[config.mk]
export PLATFORM = sky130hd
export DESIGN_NAME = lcir_regs
export DESIGN_NICKNAME = d
export VERILOG_FILES = /design/src/verilog/lcir_pkg.sv /design/src/verilog/lcir_pwm.sv /design/src/verilog/lcir_regs.sv
export SDC_FILE = /design/constraint.sdc
export NUM_CORES = 1
export LEC_CHECK = 0
export BUFFER_PORTS_ARGS = -buffer_cell sky130_fd_sc_hd__buf_2
export CAP_MARGIN = 25
export CORE_ASPECT_RATIO = 1.25
export CORE_MARGIN = 2
export CORE_UTILIZATION = 50
export DETAILED_ROUTE_END_ITERATION = 16
export GPL_ROUTABILITY_DRIVEN = 0
export HOLD_SLACK_MARGIN = 0.06
export PLACE_DENSITY = 0.8
export SLEW_MARGIN = 20
export SYNTH_ARGS = -nofsm -noshare
export SYNTH_HDL_FRONTEND = slang
export SYNTH_SLANG_ARGS = --single-unit
[constraint.sdc]
create_clock -name pclk -period 4.5 [get_ports pclk]
set_input_delay 0.225 -clock pclk [delete_from_list [all_inputs] [get_ports pclk]]
set_output_delay 0.225 -clock pclk [all_outputs]
set_load 0.05 [all_outputs]
[src/verilog/lcir_pkg.sv]
// package: register map, field layout and constants of the lcd irq block
package lcir_pkg;
    localparam logic [11:0] LCIR_OFF_CTRL = 12'h000;
    localparam logic [11:0] LCIR_OFF_COMPARE_LEVEL = 12'h004;
    localparam logic [11:0] LCIR_OFF_IEN = 12'h008;
    localparam logic [11:0] LCIR_OFF_IDIS = 12'h00c;
    localparam logic [11:0] LCIR_OFF_IMASK = 12'h010;
    localparam logic [11:0] LCIR_OFF_ISTAT = 12'h014;
    localparam logic [11:0] LCIR_OFF_ICLR = 12'h018;
    localparam logic [11:0] LCIR_OFF_ITEST = 12'h01c;
    localparam logic [11:0] LCIR_OFF_IRAW = 12'h020;

    localparam int LCIR_NSRC = 7;
    localparam logic [6:0] LCIR_SRC_MASK = 7'h77;
    localparam int LCIR_BIT_ROW = 0;
    localparam int LCIR_BIT_LAST = 1;
    localparam int LCIR_BIT_EOF = 2;
    localparam int LCIR_BIT_UFLW = 4;
    localparam int LCIR_BIT_OVWR = 5;
    localparam int LCIR_BIT_MERR = 6;

    localparam int LCIR_CTRL_PS_LSB = 0;
    localparam int LCIR_CTRL_POL = 2;
    localparam int LCIR_CTRL_ENA = 3;

    localparam logic [7:0] LCIR_COMPARE_LEVEL_RST = 8'h00;
    localparam logic [6:0] LCIR_IRQ_RST = 7'h00;
    localparam logic [3:0] LCIR_CTRL_RST = 4'h0;
    localparam logic [2:0] LCIR_DIV_MAX = 3'h7;
endpackage : lcir_pkg

[src/verilog/lcir_pwm.sv]
// contrast pwm counter with prescaler and polarity
`timescale 1ns/1ps
module lcir_pwm
    import lcir_pkg::*;
(
    input wire logic pclk,
    input wire logic presetn,
    input wire logic pwm_run,
    input wire logic pwm_output_polarity,
    input wire logic [1:0] pwm_divider_select,
    input wire logic [7:0] compare_level,
    output logic pwm_out,
    output logic [7:0] pwm_count
);
    logic [2:0] div_reg;
    logic [7:0] cnt_reg;
    logic tick;
    logic out_reg;

    always_comb begin
        case (pwm_divider_select)
            2'h0: tick = 1'b1;
            2'h1: tick = div_reg[0];
            2'h2: tick = &div_reg[1:0];
            default: tick = (div_reg == LCIR_DIV_MAX);
        endcase
    end

    always_ff @(posedge pclk or negedge presetn) begin
        if (!presetn) begin
            div_reg <= 3'h0;
            cnt_reg <= 8'h00;
        end else if (pwm_run) begin
            div_reg <= div_reg + 3'h1;
            if (tick) begin
                cnt_reg <= cnt_reg + 8'h01;
            end
        end
    end

    // high below compare when polarity set
    always_ff @(posedge pclk or negedge presetn) begin
        if (!presetn) begin
            out_reg <= 1'b0;
        end else begin
            out_reg <= (cnt_reg < compare_level) ~^ pwm_output_polarity;
        end
    end

    assign pwm_out = out_reg;
    assign pwm_count = cnt_reg;
endmodule : lcir_pwm

[src/verilog/lcir_regs.sv]
// apb register set: contrast compare, pwm control and interrupt registers
//
// Register access over APB and the register offsets are this design's own decisions.
`timescale 1ns/1ps
// Notes on behaviour
// - 8-bit compare value, read/write, resets zero
// - shared bit layout 0,1,2,4,5,6
// - enable writes set mask bits
// - disable writes clear mask bits
// - mask readable, resets zero
// - status shows active sources, resets zero
// - clear writes drop pending bits
// - test writes force pending bits
// - raw view shows pending before masking
// - row and last-row sources are independent
// - frame done and fetch fault from dma
// - polarity one gives high below compare
// - run bit zero stops counter
// - prescaler divides by 1,2,4,8
module lcir_regs
    import lcir_pkg::*;
(
    input wire logic pclk,
    input wire logic presetn,
    input wire logic psel,
    input wire logic penable,
    input wire logic pwrite,
    input wire logic [11:0] paddr,
    input wire logic [31:0] pwdata,
    output logic [31:0] prdata,
    output logic pready,
    output logic pslverr,
    input wire logic row_event,
    input wire logic final_row_event,
    input wire logic frame_done_event,
    input wire logic queue_starved_event,
    input wire logic queue_overrun_event,
    input wire logic fetch_fault_event,
    output logic irq,
    output logic contrast_pwm
);
    logic [7:0] compare_level_reg;
    logic [3:0] ctrl_reg;
    logic [6:0] mask_reg;
    logic [6:0] mask_next;
    logic [6:0] pend_reg;
    logic [6:0] pend_next;
    logic [6:0] events;
    logic [6:0] wbits;
    logic [6:0] force_bits;
    logic wr;
    logic rd;
    logic known;
    logic [31:0] rdata_next;
    logic [7:0] pwm_count;

    assign wr = psel & penable & pwrite;
    // read data is taken in setup, so the access phase never waits
    assign rd = psel & ~penable & ~pwrite;
    assign pready = 1'b1;
    assign wbits = pwdata[6:0] & LCIR_SRC_MASK;
    assign force_bits = (wr && paddr == LCIR_OFF_ITEST) ? wbits : 7'h00;

    always_comb begin
        events = 7'h00;
        events[LCIR_BIT_ROW] = row_event;
        events[LCIR_BIT_LAST] = final_row_event;
        events[LCIR_BIT_EOF] = frame_done_event;
        events[LCIR_BIT_UFLW] = queue_starved_event;
        events[LCIR_BIT_OVWR] = queue_overrun_event;
        events[LCIR_BIT_MERR] = fetch_fault_event;
    end

    always_comb begin
        case (paddr)
            LCIR_OFF_CTRL, LCIR_OFF_COMPARE_LEVEL, LCIR_OFF_IEN, LCIR_OFF_IDIS,
            LCIR_OFF_IMASK, LCIR_OFF_ISTAT, LCIR_OFF_ICLR, LCIR_OFF_ITEST,
            LCIR_OFF_IRAW: known = 1'b1;
            default: known = 1'b0;
        endcase
    end
    // unmapped addresses answer with an error, never a hang
    assign pslverr = psel & penable & ~known;

    always_ff @(posedge pclk or negedge presetn) begin
        if (!presetn) begin
            compare_level_reg <= LCIR_COMPARE_LEVEL_RST;
        end else if (wr && paddr == LCIR_OFF_COMPARE_LEVEL) begin
            compare_level_reg <= pwdata[7:0];
        end
    end

    always_ff @(posedge pclk or negedge presetn) begin
        if (!presetn) begin
            ctrl_reg <= LCIR_CTRL_RST;
        end else if (wr && paddr == LCIR_OFF_CTRL) begin
            ctrl_reg <= pwdata[3:0];
        end
    end

    // set and clear of the mask
    always_comb begin
        mask_next = mask_reg;
        if (wr && paddr == LCIR_OFF_IEN) begin
            mask_next = mask_reg | wbits;
        end
        if (wr && paddr == LCIR_OFF_IDIS) begin
            mask_next = mask_reg & ~wbits;
        end
    end

    always_ff @(posedge pclk or negedge presetn) begin
        if (!presetn) begin
            mask_reg <= LCIR_IRQ_RST;
        end else begin
            mask_reg <= mask_next;
        end
    end

    // clear first, then events and tests win
    always_comb begin
        pend_next = pend_reg;
        if (wr && paddr == LCIR_OFF_ICLR) begin
            pend_next = pend_next & ~wbits;
        end
        pend_next = pend_next | events;
        if (wr && paddr == LCIR_OFF_ITEST) begin
            pend_next = pend_next | wbits;
        end
    end

    always_ff @(posedge pclk or negedge presetn) begin
        if (!presetn) begin
            pend_reg <= LCIR_IRQ_RST;
        end else begin
            pend_reg <= pend_next;
        end
    end

    always_ff @(posedge pclk or negedge presetn) begin
        if (!presetn) begin
            irq <= 1'b0;
        end else begin
            irq <= |(pend_next & mask_next);
        end
    end

    // raw view is read-only, writes drop
    always_comb begin
        rdata_next = 32'h0000_0000;
        case (paddr)
            LCIR_OFF_CTRL: rdata_next[3:0] = ctrl_reg;
            LCIR_OFF_COMPARE_LEVEL: rdata_next[7:0] = compare_level_reg;
            LCIR_OFF_IMASK: rdata_next[6:0] = mask_reg;
            LCIR_OFF_ISTAT: rdata_next[6:0] = pend_reg & mask_reg;
            LCIR_OFF_IRAW: rdata_next[6:0] = pend_reg;
            default: rdata_next = 32'h0000_0000;
        endcase
    end

    // read data held in a flop, captured at setup
    always_ff @(posedge pclk or negedge presetn) begin
        if (!presetn) begin
            prdata <= 32'h0000_0000;
        end else if (rd) begin
            prdata <= rdata_next;
        end
    end

    lcir_pwm i_lcir_pwm (
        .pclk(pclk),
        .presetn(presetn),
        .pwm_run(ctrl_reg[LCIR_CTRL_ENA]),
        .pwm_output_polarity(ctrl_reg[LCIR_CTRL_POL]),
        .pwm_divider_select(ctrl_reg[LCIR_CTRL_PS_LSB +: 2]),
        .compare_level(compare_level_reg),
        .pwm_out(contrast_pwm),
        .pwm_count(pwm_count)
    );

    property p_enable_sets;
        @(posedge pclk) disable iff (!presetn)
        (wr && paddr == LCIR_OFF_IEN) |=> ((mask_reg & $past(wbits)) == $past(wbits));
    endproperty
    a_enable_sets: assert property (p_enable_sets)
        else $error("enable write did not set mask");

    property p_disable_clears;
        @(posedge pclk) disable iff (!presetn)
        (wr && paddr == LCIR_OFF_IDIS) |=> ((mask_reg & $past(wbits)) == 7'h00);
    endproperty
    a_disable_clears: assert property (p_disable_clears)
        else $error("disable write did not clear mask");

    property p_event_pends;
        @(posedge pclk) disable iff (!presetn)
        frame_done_event |=> pend_reg[LCIR_BIT_EOF];
    endproperty
    a_event_pends: assert property (p_event_pends)
        else $error("frame done event lost");

    property p_test_forces;
        @(posedge pclk) disable iff (!presetn)
        (wr && paddr == LCIR_OFF_ITEST) |=> ((pend_reg & $past(wbits)) == $past(wbits));
    endproperty
    a_test_forces: assert property (p_test_forces)
        else $error("test write did not set pending");

    property p_clear_drops;
        @(posedge pclk) disable iff (!presetn)
        (wr && paddr == LCIR_OFF_ICLR && events == 7'h00) |=>
            ((pend_reg & $past(wbits)) == 7'h00);
    endproperty
    a_clear_drops: assert property (p_clear_drops)
        else $error("clear write left pending bit");

    property p_irq_level;
        @(posedge pclk) disable iff (!presetn)
        irq == |(pend_reg & mask_reg);
    endproperty
    a_irq_level: assert property (p_irq_level)
        else $error("irq does not match pending and mask");

    property p_reserved_zero;
        @(posedge pclk) disable iff (!presetn)
        ((pend_reg & ~LCIR_SRC_MASK) == 7'h00) &&
            ((mask_reg & ~LCIR_SRC_MASK) == 7'h00);
    endproperty
    a_reserved_zero: assert property (p_reserved_zero)
        else $error("reserved interrupt bit set");

    property p_raw_nowrite;
        @(posedge pclk) disable iff (!presetn)
        (wr && paddr == LCIR_OFF_IRAW) |=> ((mask_reg == $past(mask_reg)) &&
            (pend_reg == ($past(pend_reg) | $past(events))));
    endproperty
    a_raw_nowrite: assert property (p_raw_nowrite)
        else $error("raw view write changed state");

    property p_pwm_stops;
        @(posedge pclk) disable iff (!presetn)
        (!ctrl_reg[LCIR_CTRL_ENA] && !$past(ctrl_reg[LCIR_CTRL_ENA]))
            |-> $stable(pwm_count);
    endproperty
    a_pwm_stops: assert property (p_pwm_stops)
        else $error("pwm counter moved while stopped");

    property p_compare_level_write;
        @(posedge pclk) disable iff (!presetn)
        (wr && paddr == LCIR_OFF_COMPARE_LEVEL) |=> (compare_level_reg == $past(pwdata[7:0]));
    endproperty
    a_compare_level_write: assert property (p_compare_level_write)
        else $error("compare value write lost");

    property p_ctrl_write;
        @(posedge pclk) disable iff (!presetn)
        (wr && paddr == LCIR_OFF_CTRL) |=> (ctrl_reg == $past(pwdata[3:0]));
    endproperty
    a_ctrl_write: assert property (p_ctrl_write)
        else $error("pwm control write lost");

    property p_compare_level_read;
        @(posedge pclk) disable iff (!presetn)
        (rd && paddr == LCIR_OFF_COMPARE_LEVEL) |=>
            (prdata == {24'h0, $past(compare_level_reg)});
    endproperty
    a_compare_level_read: assert property (p_compare_level_read)
        else $error("compare value read wrong");

    property p_mask_read;
        @(posedge pclk) disable iff (!presetn)
        (rd && paddr == LCIR_OFF_IMASK) |=>
            (prdata == {25'h0, $past(mask_reg)});
    endproperty
    a_mask_read: assert property (p_mask_read)
        else $error("mask read wrong");

    property p_status_read;
        @(posedge pclk) disable iff (!presetn)
        (rd && paddr == LCIR_OFF_ISTAT) |=>
            (prdata == {25'h0, $past(pend_reg) & $past(mask_reg)});
    endproperty
    a_status_read: assert property (p_status_read)
        else $error("status read wrong");

    property p_raw_read;
        @(posedge pclk) disable iff (!presetn)
        (rd && paddr == LCIR_OFF_IRAW) |=>
            (prdata == {25'h0, $past(pend_reg)});
    endproperty
    a_raw_read: assert property (p_raw_read)
        else $error("raw view read wrong");

    property p_mask_hold;
        @(posedge pclk) disable iff (!presetn)
        !(wr && (paddr == LCIR_OFF_IEN || paddr == LCIR_OFF_IDIS)) |=>
            (mask_reg == $past(mask_reg));
    endproperty
    a_mask_hold: assert property (p_mask_hold)
        else $error("mask moved without enable or disable write");

    property p_pend_keep;
        @(posedge pclk) disable iff (!presetn)
        !(wr && paddr == LCIR_OFF_ICLR) |=>
            ((pend_reg & $past(pend_reg)) == $past(pend_reg));
    endproperty
    a_pend_keep: assert property (p_pend_keep)
        else $error("pending bit lost without clear write");

    property p_pend_cause;
        @(posedge pclk) disable iff (!presetn)
        1'b1 |=> ((pend_reg & ~$past(pend_reg) & ~$past(events) &
            ~$past(force_bits)) == 7'h00);
    endproperty
    a_pend_cause: assert property (p_pend_cause)
        else $error("pending bit set with no event or test write");

    property p_irq_on_event;
        @(posedge pclk) disable iff (!presetn)
        ((events & mask_reg) != 7'h00) &&
            !(wr && paddr == LCIR_OFF_IDIS) |=> irq;
    endproperty
    a_irq_on_event: assert property (p_irq_on_event)
        else $error("enabled event did not raise irq");

    // the first edge after reset carries reset history, so skip it
    property p_pwm_level;
        @(posedge pclk) disable iff (!presetn)
        $past(presetn) |->
            (contrast_pwm == (($past(pwm_count) < $past(compare_level_reg)) ~^
                $past(ctrl_reg[LCIR_CTRL_POL])));
    endproperty
    a_pwm_level: assert property (p_pwm_level)
        else $error("pwm level does not follow compare and polarity");

    property p_pwm_runs;
        @(posedge pclk) disable iff (!presetn)
        ($past(ctrl_reg[LCIR_CTRL_ENA]) &&
            ($past(ctrl_reg[LCIR_CTRL_PS_LSB +: 2]) == 2'h0))
            |-> (pwm_count == $past(pwm_count) + 8'h01);
    endproperty
    a_pwm_runs: assert property (p_pwm_runs)
        else $error("undivided pwm counter did not advance");

    c_irq_rise: cover property (@(posedge pclk) disable iff (!presetn)
        $rose(irq));
    c_test_irq: cover property (@(posedge pclk) disable iff (!presetn)
        (wr && paddr == LCIR_OFF_ITEST) ##2 irq);
    c_clear_irq: cover property (@(posedge pclk) disable iff (!presetn)
        $fell(irq));
    c_pwm_rise: cover property (@(posedge pclk) disable iff (!presetn)
        $rose(contrast_pwm));
endmodule : lcir_regs
======== Word level (Yosys, flattened, before mapping) ========
Cells that the tools add are included.
word-level totals
  register bits after elaboration ......... 47
  bits of input ports ..................... 55
  bits in read-only memories .............. 0
  output and inout bits ................... 36
  memories ................................ 0
  logic and storage cells ................. 61
  memory bits (writable) .................. 0
  bits in latches ......................... 0
operators by class
  muxes and demuxes ....................... 9
  eq/ne operators ......................... 11
  shift operators ......................... 0
  order comparisons ....................... 1
  bitwise gates (word level) .............. 17
  divide/modulo/power cells ............... 0
  add/subtract/negate cells ............... 2
  reduce and logical (&&, ||, !) cells .... 12
  multipliers ............................. 0
operator list
  cell                   count
  $eq A12 B5 Y1 const B  4
  $and A7 B7 Y7          4
  $mux W7                4
  $eq A12 B4 Y1 const B  2
  $or A7 B7 Y7           3
  $pmux W4 S5            1
  $eq A12 B3 Y1 const B  1
  $eq A12 B6 Y1 const B  1
  $logic_not A12 Y1      1
  $pmux W3 S4            1
  $reduce_or A9 Y1       1
  $add A8 B1 Y8 const B  1
  $lt A8 B8 Y1           1
  $not A7 Y7             1
  $reduce_or A7 Y1       1
  $logic_and A1 B1 Y1    6
  $and A1 B1 Y1          5
  $reduce_and A2 Y1      2
  $add A3 B1 Y3 const B  1
  $eq A3 B3 Y1 const B   1
  $not A1 Y1             3
  $pmux W1 S3            1
  $eq A2 B1 Y1 const B   1
  $eq A2 B2 Y1 const B   1
  3 further kinds        4

======== Longest topological paths before layout ========
Gate-level depths: netlist of run 1.
  depth after elaboration ................. 9
  gate-level depth with buffers ........... 8
  gate-level depth less buffers ........... 7

======== Cells and area by module ========
From an unflattened synthesis of run 1, not the netlist that was laid out.
second synthesis, totals
  cell total of the unflattened synthesis .. 265
  area total of the unflattened synthesis .. 2,721.4 µm²
modules (own cells, without submodules)
  module     cells each  times used  seq. area each (µm²)  area an instance (µm²)
  lcir_regs  202         1           825.8                 2,003.2
  lcir_pwm   63          1           300.3                 718.2

======== Worst setup path before layout of run 1 ========
No wires, ideal clock.
  path kind ............................... input to register
  start ................................... input port paddr[1]
  end ..................................... register irq
  arrival ................................. 2.098 ns
  data required time ...................... 4.369 ns
  stages .................................. 7
  library setup time ...................... 0.131 ns
  slack ................................... 2.272 ns
  cells stage by stage .................... or4_1 -> clkbuf_2 -> or3_4 -> or3_1 -> a221o_1 -> a22oi_1 -> nand3_1
between the ends
  cells in the longest elaborated chain, start to end .. 8
  elaborated cells on any way between the ends .. 16
  classes of those cells .................. eq/ne (4); mux (4); bitwise (3); reduce/logical (5)
RTL lines
  what                  RTL line          RTL
  start, declared       lcir_regs.sv:28   input wire logic [11:0] paddr,
  $eq A12 B5 Y1         lcir_regs.sv:123  if (wr && paddr == LCIR_OFF_ICLR) begin
  $logic_and A1 B1 Y1   lcir_regs.sv:123
  $mux W7               lcir_regs.sv:123
  $or A7 B7 Y7          lcir_regs.sv:126  pend_next = pend_next | events;
  $or A7 B7 Y7          lcir_regs.sv:128  pend_next = pend_next | wbits;
  $mux W7 *             lcir_regs.sv:127  if (wr && paddr == LCIR_OFF_ITEST) begin
  net pend_next[5]      lcir_regs.sv:47   logic [6:0] pend_next;
  $and A7 B7 Y7 *       lcir_regs.sv:144  irq <= |(pend_next & mask_next);
  $reduce_or A7 Y1 *    lcir_regs.sv:144
  end signal, assigned  lcir_regs.sv:144
  end, declared         lcir_regs.sv:39   output logic irq,
Mark *: on every way through the listed nets, which the timed path passes. The rest lies on a longest branch.
A chain may end at the register's enable or synchronous reset.

======== Worst setup path in the final report of run 1 ========
  start ................................... input port paddr[1]
  end ..................................... register compare_level_reg[0]
between the ends
  cells in the longest elaborated chain, start to end .. 2
RTL lines
  what                  RTL line         RTL
  $eq A12 B3 Y1         lcir_regs.sv:88  end else if (wr && paddr == LCIR_OFF_COMPARE_LEVEL) begin
  $logic_and A1 B1 Y1   lcir_regs.sv:88
  end signal, assigned  lcir_regs.sv:89  compare_level_reg <= pwdata[7:0];
  end, declared         lcir_regs.sv:42  logic [7:0] compare_level_reg;
Every way passes these cells.

==> metrics.txt, run 1 <==
# TYPE chip_impl_metric gauge
chip_impl_metric{name="drtIter0Drc",unit=""} 159
chip_impl_metric{name="final.setup_skew",unit="ns"} 0.00847
chip_impl_metric{name="route.detailed.drc",unit=""} 0
chip_impl_metric{name="critical_path.max_fanout",unit=""} 15
chip_impl_info{name="critical_path.slowest_cell",value="nor2_1"} 1
chip_impl_metric{name="setup_ws",unit="ns"} 2.06
chip_impl_metric{name="routed-via-count",unit=""} 2053
chip_impl_metric{name="hold-path-cell-count",unit=""} 3
chip_impl_metric{name="cts_buffer_depth",unit=""} 2
chip_impl_metric{name="dieArea",unit="µm²"} 5720
chip_impl_info{name="hold_path_class",value="primary input to flip-flop"} 1
chip_impl_metric{name="dpl.hpwl",unit="µm"} 4320
chip_impl_metric{name="synth.distinct_cells",unit=""} 41
chip_impl_metric{name="clock_period_minus_final_worst_setup_slack",unit="ns"} 2.44
chip_impl_metric{name="postPlaceCellArea",unit="µm²"} 2720
chip_impl_metric{name="setup_viol",unit=""} 0
chip_impl_metric{name="antenna_found_initial",unit=""} 0
chip_impl_metric{name="die_h",unit="µm"} 84.1
chip_impl_metric{name="clock_tree.htree_level_count",unit=""} 2
chip_impl_info{name="cp_common_cell",value="nor2_1"} 1
chip_impl_info{name="synth_top_cells_by_area",value="dfrtp_1 44%, buf_4 7.3%, ha_1 4.9%"} 1
chip_impl_metric{name="postRouteWirelength",unit="µm"} 5640
chip_impl_info{name="unrepaired_setup_endpoints_after_global_routing",value="false"} 1
chip_impl_metric{name="detailedPlace.worstSlack",unit="ns"} 1.74
chip_impl_metric{name="layout_worst_path_cycle_share",unit="%"} 54.2
chip_impl_metric{name="core_region_area",unit="µm²"} 5010
chip_impl_info{name="setup.worst_path.end_class",value="flip-flop"} 1
chip_impl_metric{name="setup-tns-final",unit="ns"} 0
chip_impl_metric{name="reg2reg_depth",unit=""} 7
chip_impl_info{name="setup.worst_path.start_class",value="primary input"} 1
chip_impl_metric{name="layout.area.seq",unit="µm²"} 1130
chip_impl_metric{name="finalNetCount",unit=""} 369
chip_impl_metric{name="asyncSetResetFlopFracSynth",unit="%"} 100
chip_impl_metric{name="row_count",unit=""} 29
chip_impl_info{name="outcome",value="finished clean"} 1
chip_impl_metric{name="place_inst",unit=""} 358
chip_impl_metric{name="synth_enable_flop_cells",unit=""} 0
chip_impl_metric{name="power_density",unit="nW/µm²"} 265
chip_impl_metric{name="layout.cell_area.non_filler",unit="µm²"} 2820
chip_impl_metric{name="netlist.area_leader.share",unit="%"} 43.9
chip_impl_metric{name="global_route.overflow_total",unit=""} 0
chip_impl_metric{name="final_max_slew_viol_count",unit=""} 0
chip_impl_info{name="yosysMostFrequentCell",value="dfrtp_1"} 1
chip_impl_info{name="worstSetupPathType",value="primary input to flip-flop"} 1
chip_impl_metric{name="max_cap_violations",unit=""} 0
chip_impl_metric{name="critPathMaxStageDelay",unit="ns"} 0.79
chip_impl_metric{name="worst_skew_pair_later_pin_latency",unit="ns"} 0.31
chip_impl_metric{name="area_growth",unit="%"} 10.1
chip_impl_info{name="cp_cell_sequence",value="buf_2 > or4_1 > nor2_1 > nand4b_1 > nor2_1 > mux2_2"} 1
chip_impl_metric{name="avgSynthCellArea",unit="µm²"} 9.72
chip_impl_metric{name="drt-pass1-iter-count",unit=""} 4
chip_impl_metric{name="num_antenna_cells",unit=""} 0
chip_impl_metric{name="synthesized_flop_and_latch_total",unit=""} 45
chip_impl_info{name="critPathTopFamily",value="simple AND/OR/NAND/NOR gates"} 1
chip_impl_metric{name="first_global_vias",unit=""} 1820
chip_impl_metric{name="antenna_left",unit=""} 0
chip_impl_info{name="post-synth-top-area-cell",value="dfrtp_1"} 1
chip_impl_metric{name="finalCoreUtilization",unit="%"} 56.4
chip_impl_metric{name="non_filler_cells_in_the_finished_layout",unit=""} 367
chip_impl_info{name="synth_flop_cell",value="dfrtp_1"} 1
chip_impl_metric{name="finalPower",unit="mW"} 0.749
chip_impl_metric{name="die_width",unit="µm"} 68.1
chip_impl_metric{name="grt_max_degree",unit=""} 46
chip_impl_metric{name="multi_input_area",unit="µm²"} 1290
chip_impl_metric{name="crit_path_arrival_time",unit="ns"} 2.63
chip_impl_metric{name="vdd_drop_max",unit="mV"} 0.238
chip_impl_metric{name="postSynthCellCount",unit=""} 264
chip_impl_metric{name="crit_required",unit="ns"} 4.69
chip_impl_info{name="netlist_top_cells_count",value="45 x dfrtp_1, 25 x buf_4, 25 x nand2_1, 19 x a21oi_1, 14 x o21ai_0"} 1
chip_impl_info{name="clockRootBuffer",value="clkbuf_8"} 1
chip_impl_metric{name="worstPathBufferInverterCount",unit=""} 1
chip_impl_metric{name="clock.fmax",unit="MHz"} 410
chip_impl_metric{name="numPortBuffers",unit=""} 41
chip_impl_metric{name="cts_setup_buffers",unit=""} 0
chip_impl_metric{name="seq_area_frac_synth",unit="%"} 43.9
chip_impl_metric{name="initial_utilization",unit="%"} 51.2
chip_impl_metric{name="clock-sinks",unit=""} 45
chip_impl_metric{name="cts-hold-fix-buffers",unit=""} 0
chip_impl_metric{name="n_fill_cell",unit=""} 483
chip_impl_metric{name="cp.depth",unit=""} 6
chip_impl_metric{name="routed_wire_length_per_instance",unit="µm"} 15.4
chip_impl_metric{name="cts_resized",unit=""} 0
chip_impl_metric{name="pin_count",unit=""} 91
chip_impl_info{name="tritoncts",value="done"} 1
chip_impl_metric{name="slew_headroom",unit="%"} 33.0
chip_impl_metric{name="netlist_area",unit="µm²"} 2560
chip_impl_metric{name="vias_per_cell",unit=""} 5.59
chip_impl_metric{name="hold_viol_final",unit=""} 0
chip_impl_metric{name="clk_transition_reported_paths",unit="ns"} 0.08
chip_impl_metric{name="synth-warning-count",unit=""} 0
chip_impl_metric{name="grt_resource_usage_total",unit="%"} 20.4
chip_impl_metric{name="wire_length_of_the_first_global_routing_pass",unit="µm"} 8760
chip_impl_metric{name="worst-slew-pin-transition",unit="ns"} 0.997
chip_impl_metric{name="share_of_final_layout_standard_cells_stronger_than_drive_strength_1",unit="%"} 20.0
chip_impl_metric{name="cts-buffers-inserted",unit=""} 5
chip_impl_metric{name="p_leak",unit="nW"} 1.39
chip_impl_metric{name="timing.hold.ws",unit="ns"} 0.128
[where the power goes]
group | switching (mW) | internal (mW) | leakage [nW]
Clock | 0.138 | 0.107 | 0.0439
Combinational | 0.0795 | 0.0184 | 0.784
Sequential | 0.000803 | 0.405 | 0.561
Total | 0.219 | 0.530 | 1.39
[per-layer routing]
layer | vias up | track usage [%] | share of wire [%]
li1 | 999 | - | -
met1 | 976 | 25.9 | 41
met2 | 70 | 34.8 | 52
met3 | 8 | 3.24 | 5.5
met4 | 0 | 6.18 | 1.8
met5 | - | 0 | 0
[cells by family after synthesis]
logic type / Yosys count / synth area share [%]
adders and majority gates: 10 / 4.88
AOI/OAI and AO/OA: 68 / 17.0
buffers and inverters: 40 / 9.56
DFF: 45 / 43.9
other: 2 / 0.293
muxes: 12 / 5.12
and+or+nand+nor: 78 / 16.2
xor gates and xnor gates: 9 / 3.07
[layout by cell type (no fill, tap or decap), types with 5 or more instances in the layout]
cell type | synthesis | routed
xnor2_1 | 5 | 5
nor2_1 | 9 | 9
nand3_1 | 6 | 6
nand2_1 | 25 | 25
a21oi_1 | 19 | 19
conb_1 | 2 | 25
a221o_1 | 5 | 5
mux2_2 | 9 | 9
a31oi_1 | 6 | 6
inv_1 | 8 | 8
nor4_1 | 10 | 9
clkbuf_8 | 0 | 5
a21o_1 | 5 | 5
buf_2 | 0 | 40
o21ai_0 | 14 | 14
dfrtp_1 | 45 | 45
a22oi_1 | 7 | 7
ha_1 | 10 | 10
[cell type report]
cell class,count,area share (%)
Inverter,8,1.06
Timing Repair Buffer,42,7.71
Tap cell,62,2.75
Clock buffer,5,2.44
Sequential cell,45,39.9
Multi-Input combinational cell,202,45.5
Clock inverter,3,0.620
[worst paths after layout]
kind / start / to / slack (ns)
setup / recovery: paddr[1] / compare_level_reg[0]$_DFFE_PN0P_ / 2.06
hold / removal: pwdata[7] / compare_level_reg[7]$_DFFE_PN0P_ / 0.13
setup reg to reg: i_lcir_pwm.div_reg[0]$_DFFE_PN0P_ / i_lcir_pwm.pwm_count[7]$_DFFE_PN0P_ / 2.58
hold reg to reg: prdata[2]$_DFFE_PN0P_ / prdata[2]$_DFFE_PN0P_ / 0.48
max in group asynchronous: presetn / pend_reg[1]$_DFF_PN0_ / 3.67
min in group asynchronous: presetn / compare_level_reg[5]$_DFFE_PN0P_ / 0.45
[worst register-to-register path, cell delays in order, from the launching register on]
cell	delay, ns
dfrtp_1	0.39
ha_1	0.17
ha_1	0.15
mux2i_1	0.07
a21oi_1	0.45
and4_1	0.33
nand3_1	0.12
xnor2_1	0.13
Power figures use the tool's default switching activity.
==> inputs of run 2 (changes only) <==
- clock period: 4.5 -> 2.3 ns (I/O delays scaled with it)
==> run 2 against run 1 <==
Effect of this change: global-route usage grew 1.1 points; clock-buffer cell count up 1; final area up 7.7%; sequential power increased by 96%; hold slack worse by 0.058 ns; first-iteration DRC count is 3.8% higher; via count rose by 6.4%; non-clock buffer count increased by 25; wire length up 1.5%; core utilization rose by 4.3 points; critical path type unchanged; critical endpoint is now irq$_DFF_PN0_; largest cell class unchanged; highest routed layer unchanged.
==> metrics.txt, run 2 (same netlist as run 1, synthesis figures left out) <==
# TYPE chip_impl_metric gauge
chip_impl_info{name="unrepaired_setup_endpoints_after_global_routing",value="false"} 1
chip_impl_metric{name="share_of_final_layout_standard_cells_stronger_than_drive_strength_1",unit="%"} 22.7
chip_impl_metric{name="groute.layer.met3.usage",unit="%"} 5.26
chip_impl_info{name="clockRootBuffer",value="clkbuf_8"} 1
chip_impl_metric{name="slew_headroom",unit="%"} 62.2
chip_impl_info{name="timing.hold.worst.start",value="pwdata[2]"} 1
chip_impl_metric{name="area_growth",unit="%"} 18.5
chip_impl_metric{name="postPlaceCellArea",unit="µm²"} 2830
chip_impl_info{name="rr_startpoint",value="i_lcir_pwm.div_reg[0]$_DFFE_PN0P_"} 1
chip_impl_metric{name="wire_length_of_the_first_global_routing_pass",unit="µm"} 9250
chip_impl_info{name="global_route.peak_usage_layer",value="met2"} 1
chip_impl_metric{name="max_cap_violations",unit=""} 0
chip_impl_metric{name="antenna_left",unit=""} 0
chip_impl_metric{name="dpl.hpwl",unit="µm"} 4330
chip_impl_metric{name="initial_utilization",unit="%"} 51.2
chip_impl_metric{name="layout.cell_area.non_filler",unit="µm²"} 3040
chip_impl_metric{name="die_width",unit="µm"} 68.1
chip_impl_metric{name="num_antenna_cells",unit=""} 0
chip_impl_metric{name="antenna_found_initial",unit=""} 0
chip_impl_metric{name="crit_path_arrival_time",unit="ns"} 2.14
chip_impl_metric{name="clk_transition_reported_paths",unit="ns"} 0.09
chip_impl_metric{name="grt_max_degree",unit=""} 46
chip_impl_metric{name="global_route.overflow_total",unit=""} 0
chip_impl_metric{name="gr-usage-met2",unit="%"} 34.1
chip_impl_metric{name="global_route.usage.met1",unit="%"} 27.6
chip_impl_metric{name="die_h",unit="µm"} 84.1
chip_impl_metric{name="reg2reg_depth",unit=""} 7
chip_impl_metric{name="vdd_drop_max",unit="mV"} 0.468
chip_impl_metric{name="cts-hold-fix-buffers",unit=""} 11
chip_impl_info{name="setup.worst_path.start_class",value="primary input"} 1
chip_impl_metric{name="final_max_slew_viol_count",unit=""} 0
chip_impl_metric{name="routed-via-count",unit=""} 2185
chip_impl_metric{name="crit_required",unit="ns"} 2.48
chip_impl_metric{name="hold_viol_final",unit=""} 0
chip_impl_metric{name="int_pwr",unit="mW"} 1.09
chip_impl_info{name="critical_path.slowest_cell",value="or4b_1"} 1
chip_impl_info{name="hold_path_class",value="primary input to flip-flop"} 1
chip_impl_metric{name="power.clock.fraction",unit="%"} 34.0
chip_impl_metric{name="comb_power_share",unit="%"} 13.7
chip_impl_metric{name="clock-sinks",unit=""} 45
chip_impl_info{name="tritoncts",value="done"} 1
chip_impl_info{name="cp_cell_sequence",value="buf_2 > or4b_1 > buf_4 > nor4_1 > buf_4 > nand2_1 > a221o_1 > a22oi_1 > nand3_1"} 1
chip_impl_metric{name="worst-slew-pin-transition",unit="ns"} 0.562
chip_impl_metric{name="finalNetCount",unit=""} 394
chip_impl_metric{name="row_count",unit=""} 29
chip_impl_metric{name="critical_path.max_fanout",unit=""} 7
chip_impl_metric{name="dieArea",unit="µm²"} 5720
chip_impl_metric{name="p_leak",unit="nW"} 1.52
chip_impl_metric{name="core_region_area",unit="µm²"} 5010
chip_impl_info{name="critPathLaunch",value="paddr[5]"} 1
chip_impl_metric{name="finalCoreUtilization",unit="%"} 60.7
chip_impl_metric{name="cts_buffer_depth",unit=""} 2
chip_impl_metric{name="routed_wire_length_per_instance",unit="µm"} 14.6
chip_impl_metric{name="postRouteWirelength",unit="µm"} 5720
chip_impl_metric{name="pwr-share-seq",unit="%"} 52.3
chip_impl_metric{name="layout_worst_path_cycle_share",unit="%"} 85.1
chip_impl_metric{name="switch_share",unit="%"} 28.5
chip_impl_metric{name="clock_period_minus_final_worst_setup_slack",unit="ns"} 1.96
chip_impl_metric{name="pin_count",unit=""} 91
chip_impl_info{name="outcome",value="finished clean"} 1
chip_impl_info{name="leading_cell_type_in_the_layout_fill_and_taps_excluded",value="dfrtp_1"} 1
chip_impl_info{name="layout_common_cells",value="45 x dfrtp_1, 40 x buf_2, 25 x nand2_1, 25 x conb_1, 19 x a21oi_1"} 1
chip_impl_info{name="setup.worst_path.end_class",value="flip-flop"} 1
chip_impl_metric{name="cts_setup_buffers",unit=""} 0
chip_impl_metric{name="critPathMaxStageDelay",unit="ns"} 0.56
chip_impl_metric{name="worst_skew_pair_later_pin_latency",unit="ns"} 0.31
chip_impl_metric{name="final.setup_skew",unit="ns"} 0.0102
chip_impl_metric{name="power_density",unit="nW/µm²"} 499
chip_impl_metric{name="cts-buffers-inserted",unit=""} 5
chip_impl_metric{name="grt_resource_usage_total",unit="%"} 21.5
chip_impl_info{name="cp_common_cell",value="buf_4"} 1
chip_impl_metric{name="hold-path-cell-count",unit=""} 2
chip_impl_metric{name="vias_per_cell",unit=""} 5.57
chip_impl_metric{name="setup-tns-final",unit="ns"} 0
chip_impl_metric{name="cts_resized",unit=""} 0
chip_impl_metric{name="first_global_vias",unit=""} 1985
chip_impl_metric{name="clock.fmax",unit="MHz"} 511
chip_impl_metric{name="setup_viol",unit=""} 0
chip_impl_info{name="worstSetupPathType",value="primary input to flip-flop"} 1
chip_impl_metric{name="drtIter0Drc",unit=""} 165
chip_impl_metric{name="route.detailed.drc",unit=""} 0
chip_impl_metric{name="switching_power",unit="mW"} 0.433
chip_impl_metric{name="drt-pass1-iter-count",unit=""} 5
chip_impl_metric{name="numPortBuffers",unit=""} 41
chip_impl_metric{name="clock_tree.htree_level_count",unit=""} 2
run 2: layer usage:
layer / vias to the layer above / wire length [µm]
met4: 0 / 112
li1: 1048 / -
met3: 10 / 331
met1: 1038 / 2440
met5: - / 0
met2: 89 / 2840
run 2: final timing paths:
kind / end / slack, ns
setup / recovery: irq$_DFF_PN0_ / 0.34
hold / removal: mask_reg[2]$_DFF_PN0_ / 0.07
setup reg to reg: i_lcir_pwm.pwm_count[7]$_DFFE_PN0P_ / 0.62
hold reg to reg: i_lcir_pwm.pwm_count[7]$_DFFE_PN0P_ / 0.48
max in group asynchronous: compare_level_reg[1]$_DFFE_PN0P_ / 1.57
min in group asynchronous: i_lcir_pwm.pwm_count[3]$_DFFE_PN0P_ / 0.32
run 2: per-stage QoR:
step	power (mW)	setup WS [ns]	instances	hold WS [ns]
after floorplan	0.971	0.182	287	-0.181
after global placement	1.00	0.0568	373	0.321
after detailed placement	1.00	0.0344	373	0.325
after CTS	1.53	0.360	392	0.0636
after global routing	1.58	0.248	392	0.0814
final	1.52	0.344	392	0.0703
run 2: cell type report:
| cell class | count | area [µm²] |
|---|---|---|
| Sequential cell | 45 | 1130 |
| Timing Repair Buffer | 67 | 430 |
| Multi-Input combinational cell | 202 | 1280 |
| Inverter | 8 | 30.0 |
| Clock buffer | 6 | 82.6 |
| Fill cell | 443 | 1970 |
| Tap cell | 62 | 77.6 |
| Clock inverter | 2 | 13.8 |
run 2: power by group through the flow:
stage / logic, mW / registers [mW] / clock network [mW]
3_5_place_dp: 0.193 / 0.810 / 0
3_3_place_gp: 0.191 / 0.809 / 0
4_1_cts: 0.207 / 0.794 / 0.528
6_report: 0.208 / 0.794 / 0.517
2_1_floorplan: 0.161 / 0.810 / 0
5_1_grt: 0.226 / 0.794 / 0.560
run 2: critical path, delay by kind of cell:
kind | cells | cell delay, ns
buffers and inverters | 3 | 0.49
AOI/OAI and AO/OA | 2 | 0.59
and+or+nand+nor | 4 | 0.93
